===== src/rtl/rspm_pkg.sv =====
package rspm_pkg;

  localparam int STACK_DEPTH = 16;
  localparam int ADDR_W      = 15;
  localparam int IDX_W       = 5;
  localparam int FULL_PC_W   = 16;

  localparam logic [IDX_W-1:0] IDX_EMPTY = 5'h00;
  localparam logic [IDX_W-1:0] IDX_FULL  = 5'h10;
  localparam logic [3:0]       WRAP_SLOT = 4'h0;

  localparam logic [FULL_PC_W-1:0] PROG_UNIMPL_BASE = 16'h4000;
  localparam logic [FULL_PC_W-1:0] PROG_UNIMPL_LAST = 16'h7FFF;

  // register byte offsets on the avalon bus
  localparam logic [4:0] OFS_CTRL     = 5'h00;
  localparam logic [4:0] OFS_STATUS   = 5'h04;
  localparam logic [4:0] OFS_MASK     = 5'h08;
  localparam logic [4:0] OFS_INDEX    = 5'h0C;
  localparam logic [4:0] OFS_TOS_LOW  = 5'h10;
  localparam logic [4:0] OFS_TOS_HIGH = 5'h14;
  localparam logic [4:0] OFS_PC       = 5'h18;

  localparam int BIT_ERR_RST_EN = 0;
  localparam int BIT_OVF        = 0;
  localparam int BIT_UNF        = 1;

  localparam logic       CTRL_RESET   = 1'b0;
  localparam logic [1:0] STATUS_RESET = 2'h0;
  localparam logic [1:0] MASK_RESET   = 2'h0;

  typedef struct packed {
    logic              push;
    logic              pop;
    logic [ADDR_W-1:0] retAddr;
  } rspm_core_req_t;

  typedef struct packed {
    logic              valid;
    logic [FULL_PC_W-1:0] payload;
  } rspm_load_cmd_t;

  typedef enum logic [1:0] {
    BUS_IDLE = 2'b00,
    BUS_ACK  = 2'b01
  } rspm_bus_state_t;

endpackage


===== src/rtl/rspm_stack_mem.sv =====
`timescale 1ns/10ps
// return addresses live here only; the bus reaches this array only through the TOS read registers
module rspm_stack_mem
  import rspm_pkg::*;
(
  input  wire logic              core_clk,
  input  wire logic              wrEn,
  input  wire logic [3:0]        wrSlot,
  input  wire logic [ADDR_W-1:0] wrData,
  input  wire logic [3:0]        rdSlot,
  output logic      [ADDR_W-1:0] rdData
);

  logic [ADDR_W-1:0] entries [STACK_DEPTH];

  always_ff @(posedge core_clk) begin
    if (wrEn) begin
      entries[wrSlot] <= wrData;
    end
  end

  assign rdData = entries[rdSlot];

endmodule


===== src/rtl/rspm_addr_map.sv =====
`timescale 1ns/10ps
module rspm_addr_map
  import rspm_pkg::*;
(
  input  wire logic                 core_clk,
  input  wire logic                 rst,
  input  wire logic [FULL_PC_W-1:0] programCounter,
  input  rspm_load_cmd_t            loadCmd,
  input  wire logic [13:0]          progMemRdata,
  input  wire logic                 dataLocImpl,
  input  wire logic [7:0]           dataMemRdata,
  output logic      [ADDR_W-1:0]    fetchAddr_r,
  output logic      [FULL_PC_W-1:0] nvmAddr_r,
  output logic      [13:0]          progRdata_r,
  output logic      [7:0]           dataRdata_r
);

  wire logic progUnimpl;
  assign progUnimpl = (nvmAddr_r >= PROG_UNIMPL_BASE) && (nvmAddr_r <= PROG_UNIMPL_LAST);

  always_ff @(posedge core_clk or posedge rst) begin
    if (rst) begin
      fetchAddr_r <= 15'h0000;
      nvmAddr_r   <= 16'h0000;
      progRdata_r <= 14'h0000;
      dataRdata_r <= 8'h00;
    end else begin
      fetchAddr_r <= programCounter[ADDR_W-1:0];
      if (loadCmd.valid) begin
        nvmAddr_r <= loadCmd.payload;
      end
      progRdata_r <= progUnimpl ? 14'h0000 : progMemRdata;
      dataRdata_r <= dataLocImpl ? dataMemRdata : 8'h00;
    end
  end

endmodule


===== src/rtl/rspm_return_stack.sv =====
// Our own choices: the address map and the Avalon-MM register port.
`timescale 1ns/10ps
//Contract
//- return addresses held in private separate array
//- reset disabled: push onto full stack leaves index at 0x10
//- reset disabled: full push overwrites entry 0x00
//- reset enabled: full push resets, entry kept
//- enabled: overflow/underflow resets and sets flag
//- programming load takes full 16-bit address
//- unimplemented program region 4000h reads zero
//- unimplemented data locations read zero
module rspm_return_stack
  import rspm_pkg::*;
(
  input  wire logic                 core_clk,
  input  wire logic                 rst,
  // avalon-mm slave
  input  wire logic [4:0]           address,
  input  wire logic                 read,
  input  wire logic                 write,
  input  wire logic [31:0]          writedata,
  input  wire logic [3:0]           byteenable,
  output logic      [31:0]          readdata,
  output logic                      waitrequest,
  // core call / return / interrupt sequencing
  input  rspm_core_req_t            coreReq,
  output logic      [ADDR_W-1:0]    popAddr_r,
  output logic                      popValid_r,
  output logic                      stackResetReq_r,
  // program counter and memory map
  input  wire logic [FULL_PC_W-1:0] programCounter,
  input  rspm_load_cmd_t            loadCmd,
  input  wire logic [13:0]          progMemRdata,
  input  wire logic                 dataLocImpl,
  input  wire logic [7:0]           dataMemRdata,
  output logic      [ADDR_W-1:0]    fetchAddr,
  output logic      [FULL_PC_W-1:0] nvmAddr,
  output logic      [13:0]          progRdata,
  output logic      [7:0]           dataRdata,
  output logic                      irq
);

  // software-visible state
  logic                   errRstEn_r;
  logic [1:0]             status_r;
  logic [1:0]             status_nxt;
  logic [1:0]             mask_r;
  logic [IDX_W-1:0]       index_r;
  logic [IDX_W-1:0]       index_nxt;

  // bus handshake
  rspm_bus_state_t        busState_r;
  logic [31:0]            rdMux;

  // stack datapath
  logic                   memWrEn;
  logic [3:0]             memWrSlot;
  logic [3:0]             memRdSlot;
  logic [ADDR_W-1:0]      memRdData;
  logic [ADDR_W-1:0]      tosAddr;

  // ---------------------------------------------------------------
  // avalon slave: one wait cycle, then answer at the second edge
  // ---------------------------------------------------------------
  wire logic busReq;
  wire logic busAccept;
  wire logic wrAccept;
  wire logic lane0;
  wire logic selCtrl;
  wire logic selStatus;
  wire logic selMask;
  wire logic selIndex;

  assign busReq      = read | write;
  assign busAccept   = busReq & (busState_r == BUS_ACK);
  assign waitrequest = busReq & (busState_r != BUS_ACK);
  assign wrAccept    = write & busAccept;
  assign lane0       = byteenable[0];
  assign selCtrl     = wrAccept & lane0 & (address == OFS_CTRL);
  assign selStatus   = wrAccept & lane0 & (address == OFS_STATUS);
  assign selMask     = wrAccept & lane0 & (address == OFS_MASK);
  assign selIndex    = wrAccept & lane0 & (address == OFS_INDEX);

  always_ff @(posedge core_clk or posedge rst) begin
    if (rst) begin
      busState_r <= BUS_IDLE;
    end else begin
      case (busState_r)
        BUS_IDLE: begin
          if (busReq) begin
            busState_r <= BUS_ACK;
          end
        end
        BUS_ACK: busState_r <= BUS_IDLE;
        default: busState_r <= BUS_IDLE;
      endcase
    end
  end

  // unmapped offsets read zero and ignore writes
  always_comb begin
    rdMux = 32'h0000_0000;
    case (address)
      OFS_CTRL:     rdMux[BIT_ERR_RST_EN] = errRstEn_r;
      OFS_STATUS:   rdMux[1:0] = status_r;
      OFS_MASK:     rdMux[1:0] = mask_r;
      OFS_INDEX:    rdMux[IDX_W-1:0] = index_r;
      OFS_TOS_LOW:  rdMux[7:0] = tosAddr[7:0];
      OFS_TOS_HIGH: rdMux[6:0] = tosAddr[ADDR_W-1:8];
      OFS_PC:       rdMux[FULL_PC_W-1:0] = programCounter;
      default:      rdMux = 32'h0000_0000;
    endcase
  end

  always_ff @(posedge core_clk or posedge rst) begin
    if (rst) begin
      readdata <= 32'h0000_0000;
    end else if (read && busState_r == BUS_IDLE) begin
      readdata <= rdMux;
    end
  end

  // ---------------------------------------------------------------
  // stack control
  // index counts live entries: 0x00 empty, 0x10 full
  // ---------------------------------------------------------------
  wire logic isFull;
  wire logic isEmpty;
  wire logic doPush;
  wire logic doPop;
  wire logic ovfEvent;
  wire logic unfEvent;
  wire logic errReset;

  assign isFull   = (index_r == IDX_FULL);
  assign isEmpty  = (index_r == IDX_EMPTY);
  // push wins if core asks both at once; a real core never does
  assign doPush   = coreReq.push;
  assign doPop    = coreReq.pop & ~coreReq.push;
  assign ovfEvent = doPush & isFull;
  assign unfEvent = doPop & isEmpty;
  assign errReset = errRstEn_r & (ovfEvent | unfEvent);

  // entry 0x00 is only overwritten by a wrap when reset is disabled
  assign memWrEn   = doPush & ~(isFull & errRstEn_r);
  assign memWrSlot = isFull ? WRAP_SLOT : index_r[3:0];
  assign memRdSlot = isEmpty ? 4'h0 : 4'(index_r - 5'h01);
  assign tosAddr   = isEmpty ? 15'h0000 : memRdData;

  rspm_stack_mem u_stack_mem (
    .core_clk (core_clk),
    .wrEn     (memWrEn),
    .wrSlot   (memWrSlot),
    .wrData   (coreReq.retAddr),
    .rdSlot   (memRdSlot),
    .rdData   (memRdData)
  );

  always_comb begin
    index_nxt = index_r;
    if (errReset) begin
      // the device reset empties the stack
      index_nxt = IDX_EMPTY;
    end else if (doPush) begin
      index_nxt = isFull ? IDX_FULL : 5'(index_r + 5'h01);
    end else if (doPop) begin
      index_nxt = isEmpty ? IDX_EMPTY : 5'(index_r - 5'h01);
    end else if (selIndex) begin
      // software may move the index; values past full saturate
      index_nxt = (writedata[IDX_W-1:0] > IDX_FULL) ? IDX_FULL : writedata[IDX_W-1:0];
    end
  end

  always_ff @(posedge core_clk or posedge rst) begin
    if (rst) begin
      index_r <= IDX_EMPTY;
    end else begin
      index_r <= index_nxt;
    end
  end

  always_ff @(posedge core_clk or posedge rst) begin
    if (rst) begin
      popAddr_r       <= 15'h0000;
      popValid_r      <= 1'b0;
      stackResetReq_r <= 1'b0;
    end else begin
      popValid_r      <= doPop & ~isEmpty;
      stackResetReq_r <= errReset;
      if (doPop && !isEmpty) begin
        popAddr_r <= memRdData;
      end
    end
  end

  // ---------------------------------------------------------------
  // status flags: hardware set wins over a write-one clear
  // flags only raise with reset enabled, as they mark a stack reset
  // ---------------------------------------------------------------
  always_comb begin
    status_nxt = status_r;
    if (selStatus) begin
      status_nxt = status_r & ~writedata[1:0];
    end
    if (errReset && ovfEvent) begin
      status_nxt[BIT_OVF] = 1'b1;
    end
    if (errReset && unfEvent) begin
      status_nxt[BIT_UNF] = 1'b1;
    end
  end

  always_ff @(posedge core_clk or posedge rst) begin
    if (rst) begin
      errRstEn_r <= CTRL_RESET;
      status_r   <= STATUS_RESET;
      mask_r     <= MASK_RESET;
    end else begin
      status_r <= status_nxt;
      if (selCtrl) begin
        errRstEn_r <= writedata[BIT_ERR_RST_EN];
      end
      if (selMask) begin
        mask_r <= writedata[1:0];
      end
    end
  end

  assign irq = |(status_r & mask_r);

  // ---------------------------------------------------------------
  // program counter split and unimplemented-region zeroing
  // ---------------------------------------------------------------
  rspm_addr_map u_addr_map (
    .core_clk       (core_clk),
    .rst            (rst),
    .programCounter (programCounter),
    .loadCmd        (loadCmd),
    .progMemRdata   (progMemRdata),
    .dataLocImpl    (dataLocImpl),
    .dataMemRdata   (dataMemRdata),
    .fetchAddr_r    (fetchAddr),
    .nvmAddr_r      (nvmAddr),
    .progRdata_r    (progRdata),
    .dataRdata_r    (dataRdata)
  );

endmodule


===== config.mk =====
export PLATFORM = sky130hd
export DESIGN_NAME = rspm_return_stack
export DESIGN_NICKNAME = d
export VERILOG_FILES = /design/src/rtl/rspm_pkg.sv /design/src/rtl/rspm_stack_mem.sv /design/src/rtl/rspm_addr_map.sv /design/src/rtl/rspm_return_stack.sv
export SDC_FILE = /design/constraint.sdc
export NUM_CORES = 1
export LEC_CHECK = 0
export ABC_AREA = 1
export BUFFER_PORTS_ARGS = -buffer_cell sky130_fd_sc_hd__buf_2
export CAP_MARGIN = 40
export CELL_PAD_IN_SITES_DETAIL_PLACEMENT = 0
export CELL_PAD_IN_SITES_GLOBAL_PLACEMENT = 1
export CORE_MARGIN = 4
export CORE_UTILIZATION = 40
export CTS_CLUSTER_DIAMETER = 120
export DETAILED_ROUTE_END_ITERATION = 12
export PLACE_DENSITY_LB_ADDON = 0.1
export SLEW_MARGIN = 0
export SYNTH_ARGS = -nofsm -noshare
export SYNTH_HDL_FRONTEND = slang
export SYNTH_SLANG_ARGS = --single-unit

===== constraint.sdc =====
create_clock -name core_clk -period 5.3 [get_ports core_clk]
set_input_delay 0.795 -clock core_clk [delete_from_list [all_inputs] [get_ports core_clk]]
set_output_delay 0.795 -clock core_clk [all_outputs]
set_load 0.005 [all_outputs]

==> out/qor.csv <==
metric,value,unit
status,"complete, no violations",
Rel. slew slack,47.15,%
gr ovfl total,0,
gr usage total,20.58,%
crit path capture type,flip-flop,
combinational share of power,22.7,%
PD cells,437.1,nW/µm²
core area,33870,µm²
top post-synthesis cells by count,"nand3_1 (299), nand2_1 (291), edfxtp_1 (240)",
sequential share of power,43.4,%
Post-Syn Area,13840,µm²
Post-synth EDFFs,240,
Hold WS,231.2,ps
P_leak,0.006940,µW
setup repair bufs after CTS,0,
Die Area,37630,µm²
I/O Buffers,175,
Post-Syn Instances,1237,
yosys warns,0,
"Top FF cell, synth",edfxtp_1,
H-tree levels,2,
Residual DRC,0,
FF-to-FF path depth,13,
"CP delay by family, top",simple AND/OR/NAND/NOR gates,
clk_skew,21.37,ps
# rows,67,
# IOs,222,
top cell type by total area after synthesis,edfxtp_1,
max cap viols,0,
crit path max fanout,96,
synth top area cells,"edfxtp_1 (52%), dfrtp_1 (18%), nand3_1 (11%), nand2_1 (7.9%), inv_1 (2.0%)",
largest net degree at the start of global routing,97,
Clock Tree Buf Depth,3,
critical path data required time,5700,ps
most common cell type on the critical path,nand3_1,
WL final,39.64,mm
Sw Share,31.07,%
fin crit share,65.23,%
chip height,194.0,µm
crit path launch type,flip-flop,
min Tclk post-route,3457,ps
kind of critical path,reg -> reg,
Die Wd,194.0,µm
VDD IR-drop max,0.2767,mV
Pint,4953,µW
TritonRoute pass-1 iters,5,
Yosys top cell area share,52.09,%
"Distinct cells, synth",38,
fillers,3133,
sequential element share of the synthesized area,69.63,%
hold crit path type,in -> async,
vias in the first global route,9330,
proportion of layout cells with a drive suffix above 1,21.21,%
top-count cell post-synth,nand3_1,
CTS Buf Count,38,
critical path's slowest cell,dfrtp_1,
Synth Area per Inst,11.18,µm²
routed vias,9708,
Layout Nets,1543,
clk root buf,clkbuf_16,
critical-path cell list,clkinv_2 > ha_1 > nand3_4 > nand2_4 > buf_12 > nand2_1 > nand3_1 > nand3_1 > nand3_1 > nand3_1 > nand3_1 > nand2_1 > nand2_1,
"FF+latch count, synth",337,
Post-DRT Antenna Nets,0,
RSZ-0062 raised after global routing,false,
final hold vios,0,
Clock Sinks,337,
setup TNS,0,ps
fraction of registers with async set/reset,28.78,%
Max stage delay on crit path,800,ps
first-pass GRT wire length,59.46,mm
Worst-path clk slew,70,ps
r2r setup slk,1840,ps
vias per cell,5.104,
Worst-Margin Slew,792.7,ps
FF-to-FF End,readdata[2]$_DFFE_PP0P_,
worst-skew pair later-pin latency,520,ps
WP data arrival,3860,ps
Clock Power Share,33.9,%
fin util,48.54,%
hold buffers post-CTS,0,
initial antenna violation count,1,
post-cts repair resize count,0,
dpl hpwl,24.41,mm
area delta synth->final,18.81,%
Initial Utilization,40.85,%
reg2reg start,index_r[0]$_DFFE_PP0P_,
routability cong.,0.8218,
CTS tree,yes,
Final setup viols,0,
Final Slew Violations,0,
DR iter-0 viols,817,
routed len/inst,20.84,µm
CP bufs+invs,2,
FMAX,289.2,MHz
NetSw,2233,µW
## cells in the final DEF (no fill, tap or decap), types with 3 or more instances in the layout
cell type,synthesis,layout
nand3_1,299,299
nand2_1,291,290
edfxtp_1,240,240
buf_2,24,175
dfrtp_1,97,97
inv_1,73,72
nor2_1,69,53
clkbuf_16,0,40
buf_4,21,29
o21ai_0,19,19
nor2_2,0,16
conb_1,1,16
mux2_2,15,15
clkbuf_1,29,14
a21oi_1,8,8
nand3b_1,8,8
inv_2,7,7
clkinv_1,1,6
clkinv_2,0,5
nor3_1,4,4
or2_2,3,3
a31oi_1,3,3
o221ai_1,3,3
clkbuf_8,0,3
## flip-flops by register name, indices dropped and copies added, names as in the netlist, 2 cells and up
signal and cells:
popAddr_r 15, mask_r 2, u_addr_map.dataRdata_r 8, u_addr_map.progRdata_r 14, u_stack_mem.entries 240, readdata 16, index_r 5, u_addr_map.nvmAddr_r 16
status_r 2, u_addr_map.fetchAddr_r 15
## worst max-delay path by stage
stage	start	endpoint	cells past startpoint
floorplan	rst	busState_r[0]$_DFFE_PP0P_	1
global placement	index_r[0]$_DFFE_PP0P_	readdata[3]$_DFFE_PP0P_	12
detailed placement	index_r[0]$_DFFE_PP0P_	readdata[2]$_DFFE_PP0P_	13
CTS	index_r[0]$_DFFE_PP0P_	readdata[2]$_DFFE_PP0P_	13
global route	index_r[0]$_DFFE_PP0P_	readdata[2]$_DFFE_PP0P_	13
finish	index_r[0]$_DFFE_PP0P_	readdata[2]$_DFFE_PP0P_	13
## area by class of cell
class,instances,area (µm²),area share (%)
sequential,337,9634,58.61
multi-input combinational,757,3588,21.83
timing repair buffer,208,1189,7.231
clock buffer,57,1095,6.660
tap,448,560.5,3.410
inverter,81,307.8,1.872
clock inverter,12,58.81,0.3577
antenna,2,5.005,0.03045
## per-layer routing
metal | wire length, µm | part of all wire [%] | GRT usage [%] | vias to the layer above
met1 | 18080 | 46 | 30.21 | 4709
li1 | - | - | - | 4621
met5 | 0 | 0 | 0 | -
met4 | 739 | 1.9 | 4.688 | 0
met3 | 2686 | 6.8 | 4.275 | 60
met2 | 18130 | 46 | 31.83 | 318
## kinds of logic (layout without fill, tap and decap cells)
kind of cell,after synthesis,in the layout,share of synthesized area [%]
AND/OR/NAND/NOR,682,682,21.89
flip-flops,337,337,69.63
buffers and inverters,158,358,5.182
AO/OA/AOI/OAI,42,42,1.863
multiplexers,15,15,1.221
adder cells (fa/ha/maj),2,2,0.1808
other,1,18,0.02710
## stage by stage
stage          area [µm²]  instances  setup WS, ps  power [µW]
2_1_floorplan       13890       1252          1971        4153
3_3_place_gp        15180       1825          1767        4764
3_5_place_dp        15280       1831          1907        4815
4_1_cts             16430       1900          1863        7268
5_1_grt             16430       1900          1576        7568
6_report            16440       1902          1843        7185
## power groups by stage
stage | Combinational, µW | Clock [µW] | Sequential (µW)
after floorplan | 995 | 0 | 3160
after detailed placement | 1650 | 0 | 3170
after global routing | 1820 | 2610 | 3130
final | 1630 | 2440 | 3120
after CTS | 1660 | 2500 | 3120
after global placement | 1600 | 0 | 3160
Power figures use the tool's default switching activity.
